`config.mk`:
```
export PLATFORM = sky130hd
export DESIGN_NAME = fphsu_store_unit
export DESIGN_NICKNAME = d
export VERILOG_FILES = /design/src/core/fphsu_pkg.sv /design/src/core/fphsu_single_conv.sv /design/src/core/fphsu_store_unit.sv
export VERILOG_INCLUDE_DIRS = /design/src /design/src/core
export SDC_FILE = /design/constraint.sdc
export NUM_CORES = 1
export LEC_CHECK = 0
export ABC_AREA = 1
export ABC_CLOCK_PERIOD_IN_PS = 7100
export BUFFER_PORTS_ARGS = -buffer_cell sky130_fd_sc_hd__buf_2
export CAP_MARGIN = 10
export CORE_AREA = 2 2 199 201
export DETAILED_ROUTE_END_ITERATION = 8
export DIE_AREA = 0 0 201 203
export GPL_TIMING_DRIVEN = 0
export HOLD_SLACK_MARGIN = 0.02
export PLACE_DENSITY_LB_ADDON = 0.05
export SKIP_CTS_REPAIR_TIMING = 1
export SLEW_MARGIN = 10
export SYNTH_ARGS = -nofsm -noshare
export SYNTH_HDL_FRONTEND = slang
export SYNTH_SLANG_ARGS = --single-unit
```
`constraint.sdc`:
```
create_clock -name clk_in -period 7.1 [get_ports clk_in]
set_clock_uncertainty 0.05 [all_clocks]
set_input_delay 1.42 -clock clk_in [delete_from_list [all_inputs] [get_ports clk_in]]
set_output_delay 1.42 -clock clk_in [all_outputs]
set_load 0.03 [all_outputs]
```
`src/core/fphsu_params.svh`:
```
// constants for the fp and half-word store unit: opcode patterns and field positions
// assumes 32-bit instruction words, primary opcode in the top six bits
`ifndef FPHSU_PARAMS_SVH
`define FPHSU_PARAMS_SVH
`define FPHSU_PRIMARY_LSB 26
`define FPHSU_SRC_LSB 21
`define FPHSU_BASE_LSB 16
`define FPHSU_INDEX_LSB 11
`define FPHSU_XO_LSB 1
`define FPHSU_DISP_LSB 0
`define FPHSU_PRIMARY_X 6'h1F
`define FPHSU_PRIMARY_STFS 6'h34
`define FPHSU_PRIMARY_STFSU 6'h35
`define FPHSU_PRIMARY_STH 6'h2C
`define FPHSU_PRIMARY_STHU 6'h2D
`define FPHSU_XO_STFDX 10'h2D7
`define FPHSU_XO_STFIWX 10'h3D7
`define FPHSU_XO_STFSUX 10'h2B7
`define FPHSU_XO_STFSX 10'h297
`define FPHSU_XO_STHBRX 10'h396
`define FPHSU_XO_STHUX 10'h1B7
`define FPHSU_SIZE_HALF 4'h2
`define FPHSU_SIZE_WORD 4'h4
`define FPHSU_SIZE_DOUBLE 4'h8
`endif

```
`src/core/fphsu_pkg.sv`:
```
// types for the fp and half-word store unit
// assumes the params header is on the include path
package fphsu_pkg;
	typedef enum logic [1:0] {fphsu_data_fp_double, fphsu_data_fp_raw32, fphsu_data_fp_single,
		fphsu_data_half} fphsu_data_type;
	typedef enum logic [1:0] {fphsu_st_idle, fphsu_st_issue, fphsu_st_wait} fphsu_state_type;
endpackage : fphsu_pkg

```
`src/core/fphsu_single_conv.sv`:
```
// double to single-precision store conversion, combinational
// assumes the operand is already representable as single (software's job)
`timescale 1ns/1ns
`default_nettype none
module fphsu_single_conv (
	input wire logic [63:0] double_in, // fp register contents
	output logic [31:0] single_out // stored word
);
	wire logic [10:0] exp_field;
	wire logic big_exp;
	wire logic [31:0] denorm_word;
	wire logic [5:0] shift_amount;
	wire logic [52:0] mant_full;
	assign exp_field = double_in[62:52];
	// exponents above 896 or equal to zero keep the plain high/low bit pick; other lower ones denormalise
	assign big_exp = (exp_field > 11'h380) || (exp_field == 11'h000);
	assign mant_full = {1'b1, double_in[51:0]};
	assign shift_amount = (exp_field > 11'h36A) ? 6'(11'h381 - exp_field) : 6'h17;
	// denormal result: shift the implied-one mantissa right, no rounding
	assign denorm_word = {double_in[63], 8'h00, 23'((mant_full >> 29) >> shift_amount)};
	assign single_out = big_exp ? {double_in[63:62], double_in[58:29]} : denorm_word;
endmodule : fphsu_single_conv
`default_nettype wire

```
`src/core/fphsu_store_unit.sv`:
```
// fp and half-word store decode and execute: address, data format, base update
// assumes register files answer reads combinationally and memory accepts with mem_ready_in
`timescale 1ns/1ns
`default_nettype none
`include "fphsu_params.svh"
// Functional notes
// - indexed fp double store writes all 64 bits
// - fp-as-integer store writes low word unconverted
// - integer store after single result undefined
// - single store: base-or-zero plus displacement, converted
// - single update: base plus displacement, write back
// - single update indexed: base plus index, write back
// - single indexed: base-or-zero plus index, converted
// - update forms write address into base
// - update form with base zero is invalid
// - half store: base-or-zero plus sign-extended displacement
// - half stores take only low 16 bits
// - byte-reversed half store swaps the two bytes
// - half update: base plus displacement, write back
// - half update indexed: base plus index, write back
module fphsu_store_unit (
	input wire logic clk_in, // core clock, 50 MHz
	input wire logic reset_in, // synchronous reset, high
	input wire logic issue_valid_in, // instruction offered
	input wire logic [31:0] instr_in, // instruction word
	output logic issue_ready_out, // unit can take an instruction
	output logic [4:0] gpr_addr_a_out, // base register read index
	input wire logic [63:0] gpr_data_a_in, // base register value
	output logic [4:0] gpr_addr_b_out, // index register index
	input wire logic [63:0] gpr_data_b_in, // index register value
	output logic [4:0] gpr_addr_s_out, // store source register index
	input wire logic [63:0] gpr_data_s_in, // store source value
	output logic [4:0] fpr_addr_out, // fp source register index
	input wire logic [63:0] fpr_data_in, // fp source value
	output logic mem_valid_out, // store request
	input wire logic mem_ready_in, // memory accepts request
	output logic [63:0] mem_addr_out, // effective address
	output logic [63:0] mem_data_out, // store data, right aligned
	output logic [3:0] mem_size_out, // bytes stored
	output logic wb_valid_out, // base register write pulse
	output logic [4:0] wb_addr_out, // base register written
	output logic [63:0] wb_data_out, // effective address written back
	output logic invalid_form_out, // pulse: update with base zero
	output logic unknown_instr_out // pulse: not a store of this group
);
	import fphsu_pkg::*;
	// instruction fields
	wire logic [5:0] primary;
	wire logic [9:0] ext_op;
	wire logic [4:0] src_field;
	wire logic [4:0] base_field;
	wire logic [4:0] index_field;
	wire logic [15:0] disp;
	assign primary = instr_in[`FPHSU_PRIMARY_LSB +: 6];
	assign src_field = instr_in[`FPHSU_SRC_LSB +: 5];
	assign base_field = instr_in[`FPHSU_BASE_LSB +: 5];
	assign index_field = instr_in[`FPHSU_INDEX_LSB +: 5];
	assign ext_op = instr_in[`FPHSU_XO_LSB +: 10];
	assign disp = instr_in[`FPHSU_DISP_LSB +: 16];
	// decode, by primary then extended opcode
	wire logic is_x;
	wire logic op_stfdx;
	wire logic op_stfiwx;
	wire logic op_stfs;
	wire logic op_stfsu;
	wire logic op_stfsux;
	wire logic op_stfsx;
	wire logic op_sth;
	wire logic op_sthbrx;
	wire logic op_sthu;
	wire logic op_sthux;
	assign is_x = primary == `FPHSU_PRIMARY_X;
	assign op_stfdx = is_x && ext_op == `FPHSU_XO_STFDX;
	assign op_stfiwx = is_x && ext_op == `FPHSU_XO_STFIWX;
	assign op_stfsux = is_x && ext_op == `FPHSU_XO_STFSUX;
	assign op_stfsx = is_x && ext_op == `FPHSU_XO_STFSX;
	assign op_sthbrx = is_x && ext_op == `FPHSU_XO_STHBRX;
	assign op_sthux = is_x && ext_op == `FPHSU_XO_STHUX;
	assign op_stfs = primary == `FPHSU_PRIMARY_STFS;
	assign op_stfsu = primary == `FPHSU_PRIMARY_STFSU;
	assign op_sth = primary == `FPHSU_PRIMARY_STH;
	assign op_sthu = primary == `FPHSU_PRIMARY_STHU;
	// form classes
	wire logic known;
	wire logic is_update;
	wire logic is_indexed;
	wire logic is_fp;
	wire logic is_invalid;
	assign known = op_stfdx | op_stfiwx | op_stfs | op_stfsu | op_stfsux | op_stfsx
		| op_sth | op_sthbrx | op_sthu | op_sthux;
	assign is_update = op_stfsu | op_stfsux | op_sthu | op_sthux;
	assign is_indexed = op_stfdx | op_stfiwx | op_stfsux | op_stfsx | op_sthbrx | op_sthux;
	assign is_fp = op_stfdx | op_stfiwx | op_stfs | op_stfsu | op_stfsux | op_stfsx;
	assign is_invalid = is_update && base_field == 5'h00;
	// register file reads are driven straight from the instruction offered
	assign gpr_addr_a_out = base_field;
	assign gpr_addr_b_out = index_field;
	assign gpr_addr_s_out = src_field;
	assign fpr_addr_out = src_field;
	// address formation
	function automatic logic [63:0] fphsu_sign_extend(input logic [15:0] value);
		fphsu_sign_extend = {{48{value[15]}}, value};
	endfunction : fphsu_sign_extend
	wire logic [63:0] base_value;
	wire logic [63:0] offset_value;
	wire logic [63:0] effective_address;
	// zero substitution only for non-update forms; update forms with zero are refused anyway
	assign base_value = (!is_update && base_field == 5'h00) ? 64'h0 : gpr_data_a_in;
	assign offset_value = is_indexed ? gpr_data_b_in : fphsu_sign_extend(disp);
	assign effective_address = base_value + offset_value;
	// data selection
	wire logic [31:0] single_word;
	wire logic [15:0] half_data;
	wire logic [63:0] store_data;
	wire logic [3:0] store_size;
	fphsu_single_conv conv (
		.double_in(fpr_data_in),
		.single_out(single_word)
	);
	// low 16 bits only; reversed form puts the lowest byte first in memory order
	assign half_data = op_sthbrx ? {gpr_data_s_in[7:0], gpr_data_s_in[15:8]}
		: gpr_data_s_in[15:0];
	// raw32 takes the low word unconverted; single-sourced values give undefined data there
	assign store_data = op_stfdx ? fpr_data_in
		: op_stfiwx ? {32'h0, fpr_data_in[31:0]}
		: is_fp ? {32'h0, single_word}
		: {48'h0, half_data};
	assign store_size = op_stfdx ? `FPHSU_SIZE_DOUBLE
		: is_fp ? `FPHSU_SIZE_WORD : `FPHSU_SIZE_HALF;
	// control
	fphsu_state_type state;
	fphsu_state_type next_state;
	wire logic take;
	wire logic take_good;
	wire logic accepted;
	// gate on the registered ready so the cycle right after reset refuses offers
	assign take = issue_ready_out && issue_valid_in;
	assign take_good = take && known && !is_invalid;
	assign accepted = state == fphsu_st_wait && mem_ready_in;
	always_comb
	begin
		next_state = state;
		unique case (state)
			fphsu_st_idle: if (take_good) next_state = fphsu_st_wait;
			fphsu_st_issue: next_state = fphsu_st_wait;
			fphsu_st_wait: if (mem_ready_in) next_state = fphsu_st_idle;
		endcase
	end
	// state and handshake flags
	always_ff @(posedge clk_in)
	begin
		if (reset_in)
		begin
			state <= fphsu_st_idle;
			issue_ready_out <= 1'b0;
			mem_valid_out <= 1'b0;
			invalid_form_out <= 1'b0;
			unknown_instr_out <= 1'b0;
		end
		else
		begin
			state <= next_state;
			issue_ready_out <= next_state == fphsu_st_idle;
			mem_valid_out <= next_state == fphsu_st_wait;
			invalid_form_out <= take && known && is_invalid;
			unknown_instr_out <= take && !known;
		end
	end
	// request payload held for the whole wait
	always_ff @(posedge clk_in)
	begin
		if (reset_in)
		begin
			mem_addr_out <= 64'h0;
			mem_data_out <= 64'h0;
			mem_size_out <= 4'h0;
		end
		else if (take_good)
		begin
			mem_addr_out <= effective_address;
			mem_data_out <= store_data;
			mem_size_out <= store_size;
		end
	end
	// base write-back, issued once the store is taken by memory
	logic pend_update;
	logic [4:0] pend_base;
	always_ff @(posedge clk_in)
	begin
		if (reset_in)
		begin
			pend_update <= 1'b0;
			pend_base <= 5'h00;
			wb_valid_out <= 1'b0;
			wb_addr_out <= 5'h00;
			wb_data_out <= 64'h0;
		end
		else
		begin
			if (take_good)
			begin
				pend_update <= is_update;
				pend_base <= base_field;
			end
			wb_valid_out <= accepted && pend_update;
			if (accepted && pend_update)
			begin
				wb_addr_out <= pend_base;
				wb_data_out <= mem_addr_out;
			end
		end
	end
	a_wb_after_accept: assert property (@(posedge clk_in) disable iff (reset_in)
		wb_valid_out |-> $past(accepted) && $past(pend_update))
		else $error("write-back without accepted update store");
	a_wb_addr_match: assert property (@(posedge clk_in) disable iff (reset_in)
		wb_valid_out |-> wb_data_out == $past(mem_addr_out) && wb_addr_out != 5'h00)
		else $error("write-back value or base wrong");
	a_invalid_no_store: assert property (@(posedge clk_in) disable iff (reset_in)
		(take && is_update && base_field == 5'h00) |=> invalid_form_out && !mem_valid_out)
		else $error("invalid update form issued");
	a_zero_base: assert property (@(posedge clk_in) disable iff (reset_in)
		(take_good && base_field == 5'h00) |=> mem_addr_out == $past(offset_value))
		else $error("zero base not substituted");
	a_dbl_data: assert property (@(posedge clk_in) disable iff (reset_in)
		(take_good && op_stfdx) |=> mem_data_out == $past(fpr_data_in)
		&& mem_size_out == `FPHSU_SIZE_DOUBLE)
		else $error("double store data wrong");
	a_raw_word: assert property (@(posedge clk_in) disable iff (reset_in)
		(take_good && op_stfiwx) |=> mem_data_out[31:0] == $past(fpr_data_in[31:0]))
		else $error("raw word altered");
	a_half_swap: assert property (@(posedge clk_in) disable iff (reset_in)
		(take_good && op_sthbrx) |=> mem_data_out[15:8] == $past(gpr_data_s_in[7:0])
		&& mem_data_out[63:16] == 48'h0)
		else $error("byte reverse wrong");
	a_half_plain: assert property (@(posedge clk_in) disable iff (reset_in)
		(take_good && op_sth) |=> mem_data_out == {48'h0, $past(gpr_data_s_in[15:0])}
		&& mem_size_out == `FPHSU_SIZE_HALF)
		else $error("half store data wrong");
	a_hold_request: assert property (@(posedge clk_in) disable iff (reset_in)
		(mem_valid_out && !mem_ready_in) |=> mem_valid_out && $stable(mem_addr_out))
		else $error("request dropped before accept");
	a_update_idx_addr: assert property (@(posedge clk_in) disable iff (reset_in)
		(take_good && op_sthux) |=> mem_addr_out == $past(gpr_data_a_in + gpr_data_b_in))
		else $error("update indexed address wrong");
	a_disp_update: assert property (@(posedge clk_in) disable iff (reset_in)
		(take_good && (op_sthu || op_stfsu)) |=> mem_addr_out
		== $past(gpr_data_a_in + fphsu_sign_extend(disp)))
		else $error("update displacement address wrong");
	a_single_conv: assert property (@(posedge clk_in) disable iff (reset_in)
		(take_good && (op_stfsx || op_stfs || op_stfsux)) |=> mem_data_out
		== {32'h0, $past(single_word)} && mem_size_out == `FPHSU_SIZE_WORD)
		else $error("single store data wrong");
	// address forms with a live base, written from the register values themselves
	a_stfdx_addr: assert property (@(posedge clk_in) disable iff (reset_in)
		(take_good && op_stfdx && base_field != 5'h00) |=> mem_addr_out
		== $past(gpr_data_a_in + gpr_data_b_in))
		else $error("double indexed address wrong");
	a_stfs_addr: assert property (@(posedge clk_in) disable iff (reset_in)
		(take_good && op_stfs && base_field != 5'h00) |=> mem_addr_out
		== $past(gpr_data_a_in + fphsu_sign_extend(disp)))
		else $error("single displacement address wrong");
	a_stfsux_addr: assert property (@(posedge clk_in) disable iff (reset_in)
		(take_good && op_stfsux) |=> mem_addr_out
		== $past(gpr_data_a_in + gpr_data_b_in))
		else $error("single update indexed address wrong");
	a_stfsx_addr: assert property (@(posedge clk_in) disable iff (reset_in)
		(take_good && op_stfsx && base_field != 5'h00) |=> mem_addr_out
		== $past(gpr_data_a_in + gpr_data_b_in))
		else $error("single indexed address wrong");
	a_sth_addr: assert property (@(posedge clk_in) disable iff (reset_in)
		(take_good && op_sth && base_field != 5'h00) |=> mem_addr_out
		== $past(gpr_data_a_in + fphsu_sign_extend(disp)))
		else $error("half displacement address wrong");
	// data formats: large exponents narrow by a plain bit pick, independent of the converter
	a_single_pick: assert property (@(posedge clk_in) disable iff (reset_in)
		(take_good && is_fp && !op_stfdx && !op_stfiwx && fpr_data_in[62:52] > 11'h380)
		|=> mem_data_out == {32'h0, $past(fpr_data_in[63:62]), $past(fpr_data_in[58:29])})
		else $error("single narrowing wrong");
	a_raw_upper: assert property (@(posedge clk_in) disable iff (reset_in)
		(take_good && op_stfiwx) |=> mem_data_out[63:32] == 32'h0
		&& mem_size_out == `FPHSU_SIZE_WORD)
		else $error("raw word size or padding wrong");
	a_half_low: assert property (@(posedge clk_in) disable iff (reset_in)
		(take_good && op_sthbrx) |=> mem_data_out[7:0] == $past(gpr_data_s_in[15:8])
		&& mem_size_out == `FPHSU_SIZE_HALF)
		else $error("byte reverse low byte wrong");
	a_half_update: assert property (@(posedge clk_in) disable iff (reset_in)
		(take_good && (op_sthu || op_sthux)) |=> mem_data_out
		== {48'h0, $past(gpr_data_s_in[15:0])})
		else $error("half update data wrong");
	// refusals and write-back discipline
	a_unknown_flag: assert property (@(posedge clk_in) disable iff (reset_in)
		(take && !known) |=> unknown_instr_out && !mem_valid_out && !invalid_form_out)
		else $error("unknown word not refused");
	a_no_wb_plain: assert property (@(posedge clk_in) disable iff (reset_in)
		(accepted && !pend_update) |=> !wb_valid_out)
		else $error("write-back from a plain store");
	a_wb_pulse: assert property (@(posedge clk_in) disable iff (reset_in)
		wb_valid_out |=> !wb_valid_out)
		else $error("write-back longer than one cycle");
endmodule : fphsu_store_unit
`default_nettype wire

```
* After elaboration in Yosys (flattened, before gate mapping) *
Index checks and enable logic that the tools add are counted.

operators by class
  multiply operators = 0
  shift operators = 1
  muxes and demuxes = 13
  add/sub/neg operators = 2
  equality and inequality tests = 14
  bitwise gates (word level) = 16
  order comparisons = 2
  reductions and logical operators = 23
  div/mod/pow operators = 0

operators with widths
  kind                                                                                count
  64-bit 2-to-1 mux                                                                   3
  64-bit adder                                                                        1
  32-bit 2-to-1 mux                                                                   2
  10-bit == test (second input constant)                                              5
  31-bit 2-to-1 mux                                                                   1
  6-bit == test (second input constant)                                               4
  24-bit by 6-bit right shift with 23-bit output                                      1
  11-bit by 10-bit greater-than comparator with 1-bit output (second input constant)  2
  16-bit 2-to-1 mux                                                                   1
  1-bit OR                                                                            16
  1-bit logical AND                                                                   15
  11-bit zero test                                                                    1
  10-bit by 9-bit == test with 1-bit output (second input constant)                   1
  6-bit by 5-bit == test with 1-bit output (second input constant)                    1
  6-bit 2-to-1 mux                                                                    1
  2-bit one-hot mux with 3 select lines                                               1
  1-bit by 6-bit subtractor with 6-bit output (first input constant)                  1
  5-bit zero test                                                                     1
  2-bit == test (second input constant)                                               2
  2-bit zero test                                                                     2
  2-bit 2-to-1 mux                                                                    2
  4-bit 2-to-1 mux                                                                    1
  1-bit zero test                                                                     3
  3-bit 2-to-1 mux                                                                    1
  2 further kinds                                                                     2

storage, ports and cells
  bits in latches = 0
  output and inout port bits = 226
  ROM bits = 0
  flip-flop bits (word level) = 214
  logic and storage cells = 84
  memories kept = 0
  RAM bits = 0
  bits of input ports = 292

* Logic depth before layout (Yosys ltp) *
Gate-level depths: netlist (run 1).

  depth after elaboration = 16
  gate-level depth with buffers = 29
  mapped depth without buffers = 27

* Hierarchy *
From an unflattened synthesis (run 1), not the netlist that was laid out.

unflattened totals
  cells, all modules = 2,918
  area, all modules = 16,759.8 um^2

modules (own cells, without submodules)
  module             area an instance (um^2)  times used  seq. area each (um^2)  cells an instance
  fphsu_store_unit   14,928.1                 1           4,264.1                2,540
  fphsu_single_conv  1,831.8                  1           0.0                    378

* Worst setup path before layout (run 1) *
No wires, ideal clock.

  kind = input to register
  from = input instr_in[4]
  to = register mem_addr_out[54]
  arrival = 4,662 ps
  stages = 28
  data required time = 6,936 ps
  setup slack = 2,275 ps
  library setup time = 114 ps
  path buffers = 2
  cells stage by stage = inv_1 nand3_1 nor2_1 nand4_1 nor2_4 nor2_2 nand2_4 inv_2 clkbuf_1 clkbuf_1 nor2_1 nor2_1 ha_1 fa_1 nand3_1 nand2_1 nand2_1 nand2_1 nand2_1 nand2_1 a21oi_1 o21ai_0 nand3_1 nand3_1 nand2_1 nand2_1 o21bai_1 inv_1

on the way
  cells in the longest elaborated chain, start to end = 13
  elaborated cells between the ends (all ways) = 37
  those cells by class = 1 x add/sub; 6 x eq/ne; 2 x mux; 16 x bitwise; 12 x reduce/logical

ends and longest elaborated chain
  element                                                                RTL line                 RTL
  from (decl)                                                            fphsu_store_unit.sv:25   input wire logic [31:0] instr_in,
  parallel branches: the longest is 13 deep, another holds 64-bit adder  --
  to (signal assigned)                                                   fphsu_store_unit.sv:180  mem_addr_out <= effective_address;
  to (decl)                                                              fphsu_store_unit.sv:37   output logic [63:0] mem_addr_out,

Several ways; the timed one is not identified.
A chain may end at the register's enable or synchronous reset.

* Final worst setup path (run 1) *
  from = input instr_in[17]
  to = register mem_addr_out[54]

on the way
  cells in the longest elaborated chain, start to end = 4
  elaborated cells between the ends (all ways) = 7
  those cells by class = 1 x add/sub; 1 x mux; 5 x reduce/logical

ends and longest elaborated chain
  element                                               RTL line
  5-bit zero test (*)                                   fphsu_store_unit.sv:94, fphsu_store_unit.sv:108
  1-bit logical AND (on tied branches)                  fphsu_store_unit.sv:108, fphsu_store_unit.sv:94
  64-bit 2-to-1 mux or 1-bit zero test (tied branches)  fphsu_store_unit.sv:108, fphsu_store_unit.sv:138
  64-bit adder or 1-bit logical AND (tied branches)     fphsu_store_unit.sv:110, fphsu_store_unit.sv:138

Every way passes the cells marked *; elsewhere a longest branch is shown, timed or not.

==> results of run 1 <==
## power breakdown
part	switching, mW	total, mW	internal [mW]
clock	0.545	1.27	0.728
combinational	0.631	0.925	0.295
sequential	0.0112	1.22	1.21
total	1.19	3.42	2.23
## area by class of cell
class	count	area, µm²	area share (%)
Antenna cell	1	2.50	0.0128
Buffer	142	706	3.60
Clock buffer	36	707	3.61
Clock inverter	8	75.1	0.383
Inverter	421	1580	8.06
Multi-Input combinational cell	1830	9300	47.5
Sequential cell	213	4260	21.8
Tap cell	518	648	3.31
Timing Repair Buffer	463	2320	11.8
## cell usage in the layout (no fill, tap or decap), types with 5 or more instances in the layout
| master | synthesis | routed |
|---|---|---|
| nand3b_1 | 8 | 8 |
| buf_2 | 24 | 487 |
| o21a_1 | 18 | 18 |
| buf_1 | 5 | 5 |
| o211ai_1 | 7 | 7 |
| a31oi_1 | 21 | 21 |
| buf_6 | 5 | 5 |
| a211oi_1 | 6 | 6 |
| xor2_1 | 20 | 20 |
| clkbuf_1 | 82 | 89 |
| nor2_1 | 217 | 217 |
| nand3_1 | 201 | 200 |
| ha_1 | 67 | 67 |
| xnor2_1 | 27 | 27 |
| nand2_1 | 523 | 523 |
| a21oi_1 | 313 | 313 |
| nor4_1 | 10 | 10 |
| inv_2 | 6 | 6 |
| dfxtp_1 | 213 | 213 |
| nand4_1 | 15 | 15 |
| nor3_1 | 17 | 17 |
| o21ai_0 | 283 | 283 |
| o22ai_1 | 6 | 6 |
| buf_4 | 25 | 25 |
| inv_1 | 415 | 415 |
| a21o_1 | 10 | 10 |
| clkbuf_16 | 0 | 25 |
| o21bai_1 | 27 | 27 |
## layer usage
| layer | global-route usage [%] | vias up |
|---|---|---|
| met3 | 4.62 | 126 |
| met2 | 58.7 | 892 |
| met5 | 0 | - |
| met4 | 13.2 | 0 |
| met1 | 47.1 | 9176 |
| li1 | - | 9424 |
## per-stage QoR
step,hold slack [ps],utilization [%]
2_1_floorplan,392,-
3_3_place_gp,379,48.9
3_5_place_dp,384,48.9
4_1_cts,393,50.9
5_1_grt,412,51.0
6_report,393,51.0
## state kept, by name, summed over array words and instances, names as in the netlist, 2 cells and up
name / flops
state: 2
wb_addr_out: 5
mem_data_out: 64
mem_size_out: 3
pend_base: 5
wb_data_out: 64
mem_addr_out: 64
## critical path, cell delays in order
cell and delay [ps]:
buf_2 120, nor3_1 180, nor3b_1 930, nand3_2 610
clkbuf_1 510, nand2_1 150, inv_1 50, ha_1 220
fa_1 400, nand3_1 100, nand2_1 140, nand2_1 90
nand2_1 110, nand2_1 80, nand2_1 160, a21oi_1 550
o21ai_0 360, nand3_1 140, nand3_1 240, nand2_1 130
nand2_1 50, o21bai_1 130, inv_1 50
## path summary, 6_finish.rpt
check,start,to,slack [ps],cells after the start
worst max register to register,state[0],wb_data_out[35],4370,7
worst max-delay path,instr_in[17],mem_addr_out[54],540,23
worst min register to register,wb_data_out[8],wb_data_out[8],390,2
worst min-delay path,wb_data_out[8],wb_data_out[8],390,2
## logic make-up after synthesis
group,after synthesis,synth area share (%)
buffers and inverters,563,14.4
other,1,0.0237
xor gates and xnor gates,47,2.60
DFF,213,26.9
and+or+nand+nor,1010,26.9
AOI/OAI and AO/OA,704,23.8
adders and majority gates,68,5.42
## cell usage after synthesis, types with 5 or more instances
master | n | area [µm²]
clkbuf_1 | 82 | 308
nand4_1 | 15 | 93.8
nand2_1 | 523 | 1960
a211oi_1 | 6 | 45.0
a21o_1 | 10 | 75.1
buf_1 | 5 | 18.8
a21oi_1 | 313 | 1570
nand3b_1 | 8 | 60.1
nor3_1 | 17 | 85.1
xnor2_1 | 27 | 236
buf_2 | 24 | 120
o22ai_1 | 6 | 37.5
buf_6 | 5 | 56.3
ha_1 | 67 | 838
a31oi_1 | 21 | 131
dfxtp_1 | 213 | 4260
buf_4 | 25 | 188
nor4_1 | 10 | 62.6
o211ai_1 | 7 | 52.6
xor2_1 | 20 | 175
nand3_1 | 201 | 1010
o21bai_1 | 27 | 203
o21ai_0 | 283 | 1420
inv_2 | 6 | 22.5
inv_1 | 415 | 1560
o21a_1 | 18 | 135
nor2_1 | 217 | 815
==> results.json, run 1 <==
{
  "async_reset_ff_share_pct": 0,
  "clock_tree.root_cell": "clkbuf_16",
  "maxCapViolCount": 0,
  "final_area_um2": 19600,
  "postRouteWirelength_um": 75300,
  "dp.cells": 3587,
  "clk_path_buf_depth": 3,
  "syn-cell-area_um2": 15800,
  "fin_cells": 3632,
  "worst_slack_ps": 544,
  "grt-ovfl-total": 0,
  "min_period_over_period_pct": 92.3,
  "vias": 19618,
  "grt_pass1_vias": 18442,
  "first_pass_iters": 6,
  "port_buffers": 463,
  "wirelength_met1_um": 32200,
  "cts_buffers": 24,
  "wl_met2_um": 34300,
  "htree_levels": 1,
  "via_per_inst": 5.40,
  "worst_pin_slew_ps": 1140,
  "endpoint_kind": "flop",
  "ir_drop_v": 0.000179,
  "fmaxAchievable_ghz": 0.153,
  "track_usage_pct": 35.4,
  "p_leak_nw": 10.0,
  "first_iter_violations": 1547,
  "num-fill-cells": 4239,
  "setup_viol_count_final": 0,
  "die_height_um": 203,
  "postSynthCellCount": 2606,
  "drv_slew": 0,
  "yosysUniqueCellTypes": 50,
  "std_cell_rows": 72,
  "gp_congestion": 1.08,
  "place_ws_ps": -78.8,
  "ys.flop_type": "dfxtp_1",
  "syn_nets": 2966,
  "placed_area_um2": 18800,
  "syn_area_per_cell_um2": 6.08,
  "rsz0062_at_grt": "no",
  "ys_seq_area_share_pct": 26.9,
  "syn_to_final_growth_pct": 23.7,
  "ys_ff_latch": 213,
  "setup-tns-final_ps": 0,
  "fp.dieW_um": 201,
  "grt_pass1_wl_um": 111000,
  "cts_tree": "built",
  "status": "finished clean",
  "dp_hpwl_um": 62600,
  "ios": 518,
  "drive_above_1_share_pct": 18.6,
  "crit_path_max_fanout": 10,
  "drc": 0,
  "yosysWarningCount": 0,
  "initial_utilization_pct": 41.2,
  "fin_nets": 3455,
  "p_total_mw": 3.42,
  "worstSetupPathType": "input pin to flop",
  "core_um2": 38500,
  "antenna_found_initial": 0,
  "clock-sinks": 213,
  "worstSetupStartpointType": "input pin",
  "hold_viol": 0,
  "power.density_nw_per_um2": 174,
  "grt_max_degree": 14,
  "postRouteAntennaNets": 0,
  "clk_latency_ps": 550,
  "critPathArrivalTime_ps": 6950,
  "fin_crit_ps": 6560,
  "critical_path_required_ps": 7490,
  "top_layer": "met4",
  "clkTransAtPathRegs_ps": 60,
  "hp-class": "flop to flop",
  "die-area_um2": 40800,
  "wl_per_cell_um": 20.7,
  "relSlewSlack_pct": 24.1,
  "synth-edff-count": 0,
  "wl_met3_um": 5830
}
Note: power is estimated with default switching activity, not from simulation.
==> run 2: changes to the inputs <==
- BUFFER_PORTS_ARGS: -buffer_cell sky130_fd_sc_hd__buf_2 -> -buffer_cell sky130_fd_sc_hd__clkbuf_2
==> results.json, run 2 (synthesis gave the netlist of run 1 again) <==
{
  "wl_per_cell_um": 20.5,
  "regArea_um2": 4260,
  "dp_hpwl_um": 62400,
  "core_um2": 38500,
  "rr_worst_depth": 7,
  "worst_slack_ps": 363,
  "status": "finished clean",
  "drv_slew": 0,
  "syn_to_final_growth_pct": 24.3,
  "min_path_cells": 2,
  "critPathArrivalTime_ps": 7130,
  "critical_path_required_ps": 7490,
  "first_pass_iters": 6,
  "clock-sinks": 213,
  "drive_above_1_share_pct": 18.8,
  "initial_utilization_pct": 41.2,
  "via_per_inst": 5.34,
  "reg.largest.list": "mem_addr_out (64), mem_data_out (64), wb_data_out (64)",
  "clk_path_buf_depth": 3,
  "setup_viol_count_final": 0,
  "postRouteWirelength_um": 74600,
  "worstSetupPathType": "input pin to flop",
  "drc": 0,
  "clock_tree.root_cell": "clkbuf_16",
  "ir_drop_v": 0.000158,
  "first_iter_violations": 1503,
  "worstSetupStartpointType": "input pin",
  "mostFrequentLayoutCell": "nand2_1",
  "rsz0062_at_grt": "no",
  "p_total_mw": 3.54,
  "p_leak_nw": 9.91,
  "ios": 518,
  "crit_path_max_fanout": 10,
  "dp.cells": 3587,
  "port_buffers": 463,
  "num-fill-cells": 4172,
  "r2r-end": "wb_data_out[35]",
  "hold_end": "wb_data_out[8]",
  "fin_crit_ps": 6740,
  "cts_buffers": 26,
  "antenna_found_initial": 0,
  "cts_tree": "built",
  "final_cell_mix": "nand2_1, clkbuf_2, inv_1, a21oi_1, o21ai_0",
  "grt_pass1_vias": 18156,
  "grt_pass1_wl_um": 109000,
  "place_ws_ps": -104,
  "die-area_um2": 40800,
  "gp_congestion": 1.06,
  "fmaxAchievable_ghz": 0.148,
  "postRouteAntennaNets": 0,
  "grt-ovfl-total": 0,
  "htree_levels": 1,
  "r2r_setup_slack_ps": 4350,
  "track_usage_pct": 35.0,
  "die_height_um": 203,
  "fin_nets": 3457,
  "hp-class": "flop to flop",
  "min_period_over_period_pct": 94.9,
  "endpoint_kind": "flop",
  "vias": 19418,
  "fp.dieW_um": 201,
  "fin_cells": 3634,
  "grt_max_degree": 14,
  "worstReg2RegStart": "state[0]",
  "clk_latency_ps": 550,
  "maxCapViolCount": 0,
  "relSlewSlack_pct": 28.0,
  "worstHoldStart": "wb_data_out[8]",
  "multi_input_area_um2": 9300,
  "clkTransAtPathRegs_ps": 60,
  "worst_pin_slew_ps": 1080,
  "diodes": 0,
  "std_cell_rows": 72,
  "power.density_nw_per_um2": 180,
  "hold_viol": 0
}
==> run 2: changes by cell type in the layout (fill, tap and decap cells not counted), moves of 2 or more <==
cell | previous run | this run
buf_2 | 487 | 24
clkbuf_2 | 0 | 463
clkbuf_1 | 89 | 86
bufinv_16 | 1 | 3
clkbuf_16 | 25 | 27
==> run 2: per-layer routing <==
| layer | up-vias | share of wire (%) | GRT usage (%) |
|---|---|---|---|
| met3 | 115 | 7.2 | 4.40 |
| met2 | 809 | 46 | 58.9 |
| met1 | 9053 | 44 | 46.6 |
| met5 | - | 0 | 0 |
| li1 | 9441 | - | - |
| met4 | 0 | 3.3 | 11.3 |
==> run 2: layout make-up <==
class	count	area share [%]
Clock buffer	35	3.78
Buffer	142	3.58
Clock inverter	12	0.749
Tap cell	518	3.29
Inverter	421	8.02
Multi-Input combinational cell	1830	47.2
Timing Repair Buffer	463	11.8
Sequential cell	213	21.6
==> run 2: critical path, cell delays in order <==
cell      delay [ps]
clkbuf_2         100
nor3_1           170
nor3b_1          850
nand3_1          820
clkbuf_1         570
nand2_1          160
inv_1             50
ha_1             340
nand3_1           80
nand2_1          120
a21oi_1          140
o21ai_0          700
a21oi_1          390
o21ai_0          590
nand2_1          200
nand4_1          130
nand3_1          130
nand2_1           90
inv_1             30
==> run 2: worst max-delay path by stage <==
stage	startpoint	end	slack [ps]	cells after the start
global placement	instr_in[18]	mem_addr_out[54]	-80	23
floorplan	instr_in[4]	mem_addr_out[54]	2270	28
finish	instr_in[17]	mem_addr_out[53]	360	19
CTS	instr_in[17]	mem_addr_out[53]	460	19
global route	instr_in[17]	mem_addr_out[54]	240	23
detailed placement	instr_in[17]	mem_addr_out[53]	-100	19
==> run 2: power breakdown <==
group          switching [mW]  internal, mW
logic                   0.629         0.294
clock network           0.552         0.846
registers              0.0113          1.21
total                    1.19          2.35
==> run 2: stage by stage <==
stage / TNS [ps] / hold slack [ps] / area, µm² / utilization (%)
2_1_floorplan: 0 / 392 / 15800 / -
3_3_place_gp: -326 / 382 / 18800 / 48.9
3_5_place_dp: -401 / 386 / 18800 / 48.9
4_1_cts: 0 / 395 / 19700 / 51.2
5_1_grt: 0 / 412 / 19700 / 51.2
6_report: 0 / 391 / 19700 / 51.2
